### src/pcint_defines.vh
`ifndef PCINT_DEFINES_VH
`define PCINT_DEFINES_VH

// register byte offsets on the apb window
`define PCINT_OFF_PORTA_RISE 8'h00
`define PCINT_OFF_PORTA_FALL 8'h04
`define PCINT_OFF_PORTA_FLAGS 8'h08
`define PCINT_OFF_PORTB_RISE 8'h0C
`define PCINT_OFF_PORTB_FALL 8'h10
`define PCINT_OFF_PORTB_FLAGS 8'h14
`define PCINT_OFF_PORTC_RISE 8'h18
`define PCINT_OFF_PORTC_FALL 8'h1C
`define PCINT_OFF_PORTC_FLAGS 8'h20
`define PCINT_OFF_PORTE_RISE 8'h24
`define PCINT_OFF_PORTE_FALL 8'h28
`define PCINT_OFF_PORTE_FLAGS 8'h2C
`define PCINT_OFF_PERIPHERAL_IRQ_ENABLE_0 8'h30
`define PCINT_OFF_PERIPHERAL_IRQ_REQUEST_0 8'h34
`define PCINT_OFF_IRQ_STATUS 8'h38
`define PCINT_OFF_IRQ_MASK 8'h3C

// field positions
`define PCINT_MASTER_EN_BIT 4
`define PCINT_SUMMARY_BIT 4
`define PCINT_PORTA_EVT_BIT 0
`define PCINT_PORTB_EVT_BIT 1
`define PCINT_PORTC_EVT_BIT 2
`define PCINT_PORTE_EVT_BIT 3

// implemented and available bit masks
`define PCINT_FULL_MASK 8'hFF
`define PCINT_PORTE_IMPL_MASK 8'h08
`define PCINT_PORTB_DEBUG_MASK 8'h3F

// reset values
`define PCINT_RESET_BYTE 8'h00
`define PCINT_RESET_EVT 4'h0
`define PCINT_RESET_WORD 32'h0000_0000

`endif

### src/pcint_port_edge.v
`timescale 1ns/100ps
`default_nettype none

// one port: pin synchroniser, edge detectors and flag register
module pcint_port_edge #(
	parameter WIDTH = 8
) (
	input wire pclk,
	input wire presetn,
	input wire [WIDTH-1:0] pins,
	input wire [WIDTH-1:0] rise_en,
	input wire [WIDTH-1:0] fall_en,
	input wire [WIDTH-1:0] avail,
	input wire flag_wr,
	input wire [WIDTH-1:0] flag_wdata,
	output wire [WIDTH-1:0] flags,
	output wire [WIDTH-1:0] edge_seen
);

reg [WIDTH-1:0] sync1_reg; // first stage, read only by sync2
reg [WIDTH-1:0] sync2_reg; // settled sample
reg [WIDTH-1:0] prev_reg; // previous settled sample
reg [WIDTH-1:0] flags_reg; // per-pin change flags
reg [WIDTH-1:0] flags_next;
wire [WIDTH-1:0] rise_hit;
wire [WIDTH-1:0] fall_hit;

// two flops before any logic sees a pin, then one more for history
always @(posedge pclk or negedge presetn) begin
	if (!presetn) begin
		sync1_reg <= {WIDTH{1'b0}};
		sync2_reg <= {WIDTH{1'b0}};
		prev_reg <= {WIDTH{1'b0}};
	end else begin
		sync1_reg <= pins;
		sync2_reg <= sync1_reg;
		prev_reg <= sync2_reg;
	end
end

// compare current and previous sample: one hit per transition
assign rise_hit = sync2_reg & ~prev_reg & rise_en & avail;
assign fall_hit = ~sync2_reg & prev_reg & fall_en & avail;
assign edge_seen = rise_hit | fall_hit;

// software write first, hardware set on top so a fresh edge survives
always @* begin
	flags_next = flags_reg;
	if (flag_wr) begin
		flags_next = flag_wdata;
	end
	flags_next = (flags_next | edge_seen) & avail;
end

// flags update regardless of the master enable
always @(posedge pclk or negedge presetn) begin
	if (!presetn) begin
		flags_reg <= {WIDTH{1'b0}};
	end else begin
		flags_reg <= flags_next;
	end
end

assign flags = flags_reg;

endmodule // pcint_port_edge

`default_nettype wire

### src/pcint_ctrl.v
// Added by the designer: the APB interface to the registers and the placing of the registers.
`timescale 1ns/100ps
`default_nettype none
`include "pcint_defines.vh"

module pcint_ctrl #(
	parameter ADDR_W = 8
) (
	input wire pclk,
	input wire presetn,
	input wire psel,
	input wire penable,
	input wire pwrite,
	input wire [ADDR_W-1:0] paddr,
	input wire [31:0] pwdata,
	output wire [31:0] prdata,
	output wire pready,
	output wire pslverr,
	input wire [7:0] porta_pins,
	input wire [7:0] portb_pins,
	input wire [7:0] portc_pins,
	input wire [3:0] porte_pins,
	input wire debugger_enable,
	input wire reset_pin_function_enable,
	input wire low_voltage_programming,
	output wire change_irq_request,
	output wire wake_request,
	output wire irq
);

// software-written enables, one byte per port and edge
reg [7:0] porta_rise_enable_reg;
reg [7:0] porta_fall_enable_reg;
reg [7:0] portb_rise_enable_reg;
reg [7:0] portb_fall_enable_reg;
reg [7:0] portc_rise_enable_reg;
reg [7:0] portc_fall_enable_reg;
reg [7:0] porte_rise_enable_reg;
reg [7:0] porte_fall_enable_reg;
reg change_irq_master_enable_reg; // bit of peripheral_irq_enable_0
reg [3:0] irq_status_reg; // sticky per-port events
reg [3:0] irq_status_next;
reg [3:0] irq_mask_reg; // gates status onto irq
reg [31:0] prdata_reg; // read data, loaded in setup phase

// decoded write strobes
reg wr_a_rise;
reg wr_a_fall;
reg wr_a_flags;
reg wr_b_rise;
reg wr_b_fall;
reg wr_b_flags;
reg wr_c_rise;
reg wr_c_fall;
reg wr_c_flags;
reg wr_e_rise;
reg wr_e_fall;
reg wr_e_flags;
reg wr_peripheral_irq_enable_0;
reg wr_status;
reg wr_mask;

// read mux result and hit flag
reg [31:0] rd_data;
reg addr_mapped;

wire [7:0] porta_change_flags;
wire [7:0] portb_change_flags;
wire [7:0] portc_change_flags;
wire [7:0] porte_change_flags;
wire [7:0] edge_a;
wire [7:0] edge_b;
wire [7:0] edge_c;
wire [7:0] edge_e;
wire [7:0] avail_b;
wire [7:0] avail_e;
wire [3:0] port_event;
wire change_irq_summary;
wire wr_access;
wire setup_phase;

// byte compare on the low address bits; upper bits must be zero
function hit;
	input [ADDR_W-1:0] addr;
	input [7:0] off;
	begin
		hit = (addr == {{(ADDR_W-8){1'b0}}, off});
	end
endfunction

// a write lands only at the access edge; pready is always high
assign wr_access = psel & penable & pwrite;
assign setup_phase = psel & ~penable;

// debugger owns port B top two pins
assign avail_b = debugger_enable ? `PCINT_PORTB_DEBUG_MASK : `PCINT_FULL_MASK;

// port E: bit 3 only, lost to reset pin or lvp
assign avail_e = (reset_pin_function_enable | low_voltage_programming) ?
	`PCINT_RESET_BYTE : `PCINT_PORTE_IMPL_MASK;

// address decode into write strobes
always @* begin
	wr_a_rise = 1'b0;
	wr_a_fall = 1'b0;
	wr_a_flags = 1'b0;
	wr_b_rise = 1'b0;
	wr_b_fall = 1'b0;
	wr_b_flags = 1'b0;
	wr_c_rise = 1'b0;
	wr_c_fall = 1'b0;
	wr_c_flags = 1'b0;
	wr_e_rise = 1'b0;
	wr_e_fall = 1'b0;
	wr_e_flags = 1'b0;
	wr_peripheral_irq_enable_0 = 1'b0;
	wr_status = 1'b0;
	wr_mask = 1'b0;
	if (!wr_access) begin
		// idle or read: nothing to strobe
	end else if (hit(paddr, `PCINT_OFF_PORTA_RISE)) begin
		wr_a_rise = 1'b1;
	end else if (hit(paddr, `PCINT_OFF_PORTA_FALL)) begin
		wr_a_fall = 1'b1;
	end else if (hit(paddr, `PCINT_OFF_PORTA_FLAGS)) begin
		wr_a_flags = 1'b1;
	end else if (hit(paddr, `PCINT_OFF_PORTB_RISE)) begin
		wr_b_rise = 1'b1;
	end else if (hit(paddr, `PCINT_OFF_PORTB_FALL)) begin
		wr_b_fall = 1'b1;
	end else if (hit(paddr, `PCINT_OFF_PORTB_FLAGS)) begin
		wr_b_flags = 1'b1;
	end else if (hit(paddr, `PCINT_OFF_PORTC_RISE)) begin
		wr_c_rise = 1'b1;
	end else if (hit(paddr, `PCINT_OFF_PORTC_FALL)) begin
		wr_c_fall = 1'b1;
	end else if (hit(paddr, `PCINT_OFF_PORTC_FLAGS)) begin
		wr_c_flags = 1'b1;
	end else if (hit(paddr, `PCINT_OFF_PORTE_RISE)) begin
		wr_e_rise = 1'b1;
	end else if (hit(paddr, `PCINT_OFF_PORTE_FALL)) begin
		wr_e_fall = 1'b1;
	end else if (hit(paddr, `PCINT_OFF_PORTE_FLAGS)) begin
		wr_e_flags = 1'b1;
	end else if (hit(paddr, `PCINT_OFF_PERIPHERAL_IRQ_ENABLE_0)) begin
		wr_peripheral_irq_enable_0 = 1'b1;
	end else if (hit(paddr, `PCINT_OFF_IRQ_STATUS)) begin
		wr_status = 1'b1;
	end else if (hit(paddr, `PCINT_OFF_IRQ_MASK)) begin
		wr_mask = 1'b1;
	end
	// the summary register is read only; writes there are dropped
end

// enable registers; port E bits other than bit 3 never stick, port B debugger bits clear one clock after a write
always @(posedge pclk or negedge presetn) begin
	if (!presetn) begin
		porta_rise_enable_reg <= `PCINT_RESET_BYTE;
		porta_fall_enable_reg <= `PCINT_RESET_BYTE;
		portb_rise_enable_reg <= `PCINT_RESET_BYTE;
		portb_fall_enable_reg <= `PCINT_RESET_BYTE;
		portc_rise_enable_reg <= `PCINT_RESET_BYTE;
		portc_fall_enable_reg <= `PCINT_RESET_BYTE;
		porte_rise_enable_reg <= `PCINT_RESET_BYTE;
		porte_fall_enable_reg <= `PCINT_RESET_BYTE;
		change_irq_master_enable_reg <= 1'b0;
		irq_mask_reg <= `PCINT_RESET_EVT;
	end else begin
		// bit n of each byte is pin n
		if (wr_a_rise) begin
			porta_rise_enable_reg <= pwdata[7:0];
		end
		if (wr_a_fall) begin
			porta_fall_enable_reg <= pwdata[7:0];
		end
		if (wr_b_rise) begin
			portb_rise_enable_reg <= pwdata[7:0];
		end else begin
			portb_rise_enable_reg <= portb_rise_enable_reg & avail_b;
		end
		if (wr_b_fall) begin
			portb_fall_enable_reg <= pwdata[7:0];
		end else begin
			portb_fall_enable_reg <= portb_fall_enable_reg & avail_b;
		end
		if (wr_c_rise) begin
			portc_rise_enable_reg <= pwdata[7:0];
		end
		if (wr_c_fall) begin
			portc_fall_enable_reg <= pwdata[7:0];
		end
		// port E keeps only its one implemented bit
		if (wr_e_rise) begin
			porte_rise_enable_reg <= pwdata[7:0] & `PCINT_PORTE_IMPL_MASK;
		end
		if (wr_e_fall) begin
			porte_fall_enable_reg <= pwdata[7:0] & `PCINT_PORTE_IMPL_MASK;
		end
		if (wr_peripheral_irq_enable_0) begin
			change_irq_master_enable_reg <= pwdata[`PCINT_MASTER_EN_BIT];
		end
		if (wr_mask) begin
			irq_mask_reg <= pwdata[3:0];
		end
	end
end

// one detector slice per port
pcint_port_edge #(
	.WIDTH(8)
) u_porta (
	.pclk(pclk),
	.presetn(presetn),
	.pins(porta_pins),
	.rise_en(porta_rise_enable_reg),
	.fall_en(porta_fall_enable_reg),
	.avail(`PCINT_FULL_MASK),
	.flag_wr(wr_a_flags),
	.flag_wdata(pwdata[7:0]),
	.flags(porta_change_flags),
	.edge_seen(edge_a)
);

pcint_port_edge #(
	.WIDTH(8)
) u_portb (
	.pclk(pclk),
	.presetn(presetn),
	.pins(portb_pins),
	.rise_en(portb_rise_enable_reg),
	.fall_en(portb_fall_enable_reg),
	.avail(avail_b),
	.flag_wr(wr_b_flags),
	.flag_wdata(pwdata[7:0]),
	.flags(portb_change_flags),
	.edge_seen(edge_b)
);

pcint_port_edge #(
	.WIDTH(8)
) u_portc (
	.pclk(pclk),
	.presetn(presetn),
	.pins(portc_pins),
	.rise_en(portc_rise_enable_reg),
	.fall_en(portc_fall_enable_reg),
	.avail(`PCINT_FULL_MASK),
	.flag_wr(wr_c_flags),
	.flag_wdata(pwdata[7:0]),
	.flags(portc_change_flags),
	.edge_seen(edge_c)
);

// low nibble of port E comes in; only bit 3 can ever flag
pcint_port_edge #(
	.WIDTH(8)
) u_porte (
	.pclk(pclk),
	.presetn(presetn),
	.pins({4'h0, porte_pins}),
	.rise_en(porte_rise_enable_reg),
	.fall_en(porte_fall_enable_reg),
	.avail(avail_e),
	.flag_wr(wr_e_flags),
	.flag_wdata(pwdata[7:0]),
	.flags(porte_change_flags),
	.edge_seen(edge_e)
);

// summary is plain OR of every flag, independent of master enable
assign change_irq_summary = |{porta_change_flags, portb_change_flags,
	portc_change_flags, porte_change_flags};

// request to the core only through the master enable
assign change_irq_request = change_irq_summary & change_irq_master_enable_reg;

// wake is held as long as a pending flag is enabled, so a late
// sleep entry still sees it
assign wake_request = change_irq_summary & change_irq_master_enable_reg;

// per-port events for the sticky status
assign port_event[`PCINT_PORTA_EVT_BIT] = |edge_a;
assign port_event[`PCINT_PORTB_EVT_BIT] = |edge_b;
assign port_event[`PCINT_PORTC_EVT_BIT] = |edge_c;
assign port_event[`PCINT_PORTE_EVT_BIT] = |edge_e;

// write-one-to-clear, a same-cycle event wins over the clear
always @* begin
	irq_status_next = irq_status_reg;
	if (wr_status) begin
		irq_status_next = irq_status_next & ~pwdata[3:0];
	end
	irq_status_next = irq_status_next | port_event;
end

// sticky status register
always @(posedge pclk or negedge presetn) begin
	if (!presetn) begin
		irq_status_reg <= `PCINT_RESET_EVT;
	end else begin
		irq_status_reg <= irq_status_next;
	end
end

// masked status, also held off by the master enable
assign irq = (|(irq_status_reg & irq_mask_reg)) & change_irq_master_enable_reg;

// read mux; unmapped reads return zero with an error
always @* begin
	rd_data = `PCINT_RESET_WORD;
	addr_mapped = 1'b1;
	if (hit(paddr, `PCINT_OFF_PORTA_RISE)) begin
		rd_data[7:0] = porta_rise_enable_reg;
	end else if (hit(paddr, `PCINT_OFF_PORTA_FALL)) begin
		rd_data[7:0] = porta_fall_enable_reg;
	end else if (hit(paddr, `PCINT_OFF_PORTA_FLAGS)) begin
		rd_data[7:0] = porta_change_flags;
	end else if (hit(paddr, `PCINT_OFF_PORTB_RISE)) begin
		rd_data[7:0] = portb_rise_enable_reg & avail_b;
	end else if (hit(paddr, `PCINT_OFF_PORTB_FALL)) begin
		rd_data[7:0] = portb_fall_enable_reg & avail_b;
	end else if (hit(paddr, `PCINT_OFF_PORTB_FLAGS)) begin
		rd_data[7:0] = portb_change_flags;
	end else if (hit(paddr, `PCINT_OFF_PORTC_RISE)) begin
		rd_data[7:0] = portc_rise_enable_reg;
	end else if (hit(paddr, `PCINT_OFF_PORTC_FALL)) begin
		rd_data[7:0] = portc_fall_enable_reg;
	end else if (hit(paddr, `PCINT_OFF_PORTC_FLAGS)) begin
		rd_data[7:0] = portc_change_flags;
	end else if (hit(paddr, `PCINT_OFF_PORTE_RISE)) begin
		rd_data[7:0] = porte_rise_enable_reg;
	end else if (hit(paddr, `PCINT_OFF_PORTE_FALL)) begin
		rd_data[7:0] = porte_fall_enable_reg;
	end else if (hit(paddr, `PCINT_OFF_PORTE_FLAGS)) begin
		rd_data[7:0] = porte_change_flags;
	end else if (hit(paddr, `PCINT_OFF_PERIPHERAL_IRQ_ENABLE_0)) begin
		rd_data[`PCINT_MASTER_EN_BIT] = change_irq_master_enable_reg;
	end else if (hit(paddr, `PCINT_OFF_PERIPHERAL_IRQ_REQUEST_0)) begin
		rd_data[`PCINT_SUMMARY_BIT] = change_irq_summary;
	end else if (hit(paddr, `PCINT_OFF_IRQ_STATUS)) begin
		rd_data[3:0] = irq_status_reg;
	end else if (hit(paddr, `PCINT_OFF_IRQ_MASK)) begin
		rd_data[3:0] = irq_mask_reg;
	end else begin
		addr_mapped = 1'b0;
	end
end

// capture read data in the setup cycle so it is a flop output
// during the access cycle; costs nothing since pready is constant
always @(posedge pclk or negedge presetn) begin
	if (!presetn) begin
		prdata_reg <= `PCINT_RESET_WORD;
	end else if (setup_phase && !pwrite) begin
		prdata_reg <= rd_data;
	end
end

assign prdata = prdata_reg;
assign pready = 1'b1;
// error only in the access cycle, for any unmapped address
assign pslverr = psel & penable & ~addr_mapped;

endmodule // pcint_ctrl

`default_nettype wire

### config.mk
export PLATFORM = sky130hd
export DESIGN_NAME = pcint_ctrl
export DESIGN_NICKNAME = d
export VERILOG_FILES = /design/src/pcint_port_edge.v /design/src/pcint_ctrl.v
export VERILOG_INCLUDE_DIRS = /design/src
export SDC_FILE = /design/constraint.sdc
export NUM_CORES = 1
export LEC_CHECK = 0
export ABC_AREA = 1
export BUFFER_PORTS_ARGS = -buffer_cell sky130_fd_sc_hd__buf_2
export CORE_AREA = 2 2 113 115
export CTS_BUF_LIST = sky130_fd_sc_hd__clkbuf_8 sky130_fd_sc_hd__clkbuf_16
export DETAILED_ROUTE_END_ITERATION = 12
export DIE_AREA = 0 0 115 117
export PLACE_DENSITY = 0.82
export SLEW_MARGIN = 25
export SYNTH_ARGS = -nofsm -noshare
export SYNTH_HDL_FRONTEND = slang
export SYNTH_SLANG_ARGS = --single-unit
### constraint.sdc
create_clock -name pclk -period 3 [get_ports pclk]
set_input_delay 0.3 -clock pclk [delete_from_list [all_inputs] [get_ports pclk]]
set_output_delay 0.3 -clock pclk [all_outputs]
set_load 0.1 [all_outputs]
==> flow_summary.ini <==
[floorplan]
ios = 113
fp.dieH_um = 117
start_util = 0.580
coreArea_sq_mm = 0.0123
die_w_um = 115
rows = 41
die_area_sq_mm = 0.0135

[power]
leakage_nw = 3.95
p_per_area_mw_per_mm2 = 612
ir_drop_uv = 384

[cts]
tritoncts = built
numCtsBuffers = 17
clkSinkCount = 167
post_cts_resized = 0
clk_path_buf_depth = 2
cts-root-buf = clkbuf_16
clk_latency_ns = 0.43
clk_pin_slew_ns = 0.06
htreeDepth = 4
cts_setup_buffers = 0

[worst_hold_path]
min_path_type = primary input to flop

[logic_synthesis]
synth_top_cells_by_count = nand2_1, dfrtp_1, inv_1
synth_edf_count = 0
yosysMostFrequentCell = nand2_1
yosys.area.top_type = dfrtp_1
netlist_top_cells_area = dfrtp_1, nand2_1, inv_1
async_reset_ff_frac = 1.00
syn_area_sq_mm = 0.00714
ys_seq_area_frac = 0.585
syn_inst = 761
avgSynthCellArea_sq_um = 9.38
ys_types = 42
yosysWarnings = 0
netlist.area_leader.share = 0.585
ys.flop_type = dfrtp_1
ys_seq_elements = 167

[timing]
finalSetupViolations = 0
worst_pin_slew_ns = 0.633
grt_setup_unrepaired = no
hold_viol_final = 0
holdWs_ns = 0.116
fin_crit_ns = 2.20
clock.fmax_mhz = 454
skew_ns = 0.00752
slew_violations = 0
setup_ws_ns = 0.796
setup_tns_ns = 0
final.period_utilization = 0.735
slew_headroom = 0.572

[placed_design]
dp_hpwl_mm = 11.4
dpl_worst_slack_ns = 0.838
port-buffer-count = 60
place.gp.congestion = 0.980

[worst_setup_path]
crit_type = flop to primary output
crit_slowest_cell = dfrtp_1
cp_num_buf_inv = 2
path_cells = inv_1 -> nand2_1 -> nor3_1 -> nand2_1 -> nor2_1 -> a21oi_1 -> buf_2
critPathMaxStageDelay_ns = 0.36
critPathRequiredTime_ns = 2.70
path_max_fanout = 3
cp_common_cell = nand2_1
startpoint_type = flop
end_kind = primary output
arrival_ns = 1.90
cpLargestDelayFamily = simple AND/OR/NAND/NOR gates

[detailed_routing]
dr.pass1.iters = 6
drtAntennaViolNets = 0
post_drt_wl_per_cell_um = 16.7
drc = 0
via_count = 5679
vias_per_cell = 5.60
drt_iter0_drc = 564
totalWireLength_mm = 16.9

[grt]
grt_usage = 0.267
grt.overflow.total = 0
grt_max_degree = 64
grt_pass1_wl_mm = 27.1
antenna_found_initial = 0
grt_pass1_vias = 5498

[layout]
multi_input_area_sq_mm = 0.00244
final-seq-area_sq_mm = 0.00418
final_util = 0.679
num_antenna_cells = 0
finalNetCount = 931
area_delta_synth_final_pct = 17.0
drive_above_1_share = 0.159
fillCellCount = 919

[job]
maxCapViolations = 0

[run_status]
outcome = finished, final reports clean
[logic make-up (layout without fill, tap and decap cells)]
logic type             count (synthesis)  count (layout)  synth area share
buffers and inverters                131             211            0.0864
flip-flops                           167             167             0.585
AO/OA/AOI/OAI                        156             156             0.129
AND/OR/NAND/NOR                      305             305             0.199
other                                  2              25           0.00105
[final timing paths]
kind,startpoint,to,slack [ns],cells after the start
max,u_porta.flags[5],wake_request,0.80,7
min,reset_pin_function_enable,u_porte.flags[3],0.12,4
max reg2reg,u_porta.flags[5],prdata[4],1.16,14
min reg2reg,u_portc.sync1_reg[5],u_portc.sync2_reg[5],0.35,0
max in group asynchronous,presetn,u_portb.prev_reg[1],1.86,3
min in group asynchronous,presetn,u_portc.prev_reg[7],0.40,2
[cells in the final DEF (no fill, tap or decap), types with 17 or more instances in the layout]
| cell | n |
|---|---|
| o21ai_1 | 28 |
| nor3_1 | 17 |
| nor2_1 | 42 |
| buf_2 | 59 |
| clkbuf_16 | 17 |
| inv_1 | 82 |
| dfrtp_1 | 167 |
| o211ai_1 | 23 |
| nand2_1 | 170 |
| o21ai_0 | 39 |
| a21oi_1 | 31 |
| dlygate4sd3_1 | 26 |
| conb_1 | 25 |
| nand3_1 | 23 |
[tightest hold or removal path: stages]
cell	delay, ns
buf_2	0.07
nor2_1	0.04
nand2_1	0.06
inv_1	0.03
[metrics by stage]
stage          cell area [sq um]  power (mW)  std cells
4_1_cts                     8360        5.13       1014
3_3_place_gp                7510        2.90        960
5_1_grt                     8360        5.26       1014
2_1_floorplan               7230        2.78        784
3_5_place_dp                7510        2.91        960
6_report                    8360        5.11       1014
[cell type report]
class,instances,area share
clock buffers,17,0.0509
clock inverters,11,0.0192
inverters,91,0.0409
multi-input cells,486,0.292
flip-flops and latches,167,0.500
well taps,150,0.0225
repair buffers,92,0.0747
[report_power, final]
| group | switching, mW | internal [mW] |
|---|---|---|
| Sequential | 0.0465 | 2.34 |
| Clock | 0.846 | 1.37 |
| Combinational | 0.413 | 0.103 |
| Total | 1.31 | 3.80 |
[layer usage]
| metal | part of all wire | routed length [um] | global-route usage |
|---|---|---|---|
| met1 | 0.42 | 7050 | 0.349 |
| met2 | 0.47 | 7970 | 0.422 |
| met3 | 0.072 | 1220 | 0.0587 |
| met4 | 0.041 | 687 | 0.145 |
| met5 | 0 | 0 | 0 |
[timing repair]
| action | CTS | global route |
|---|---|---|
| endpoints found under the setup margin | 0 | 0 |
| hold buffers | 26 | 0 |
| hold endpoints to repair | 81 | 0 |
Note: power is estimated with default switching activity, not from simulation.
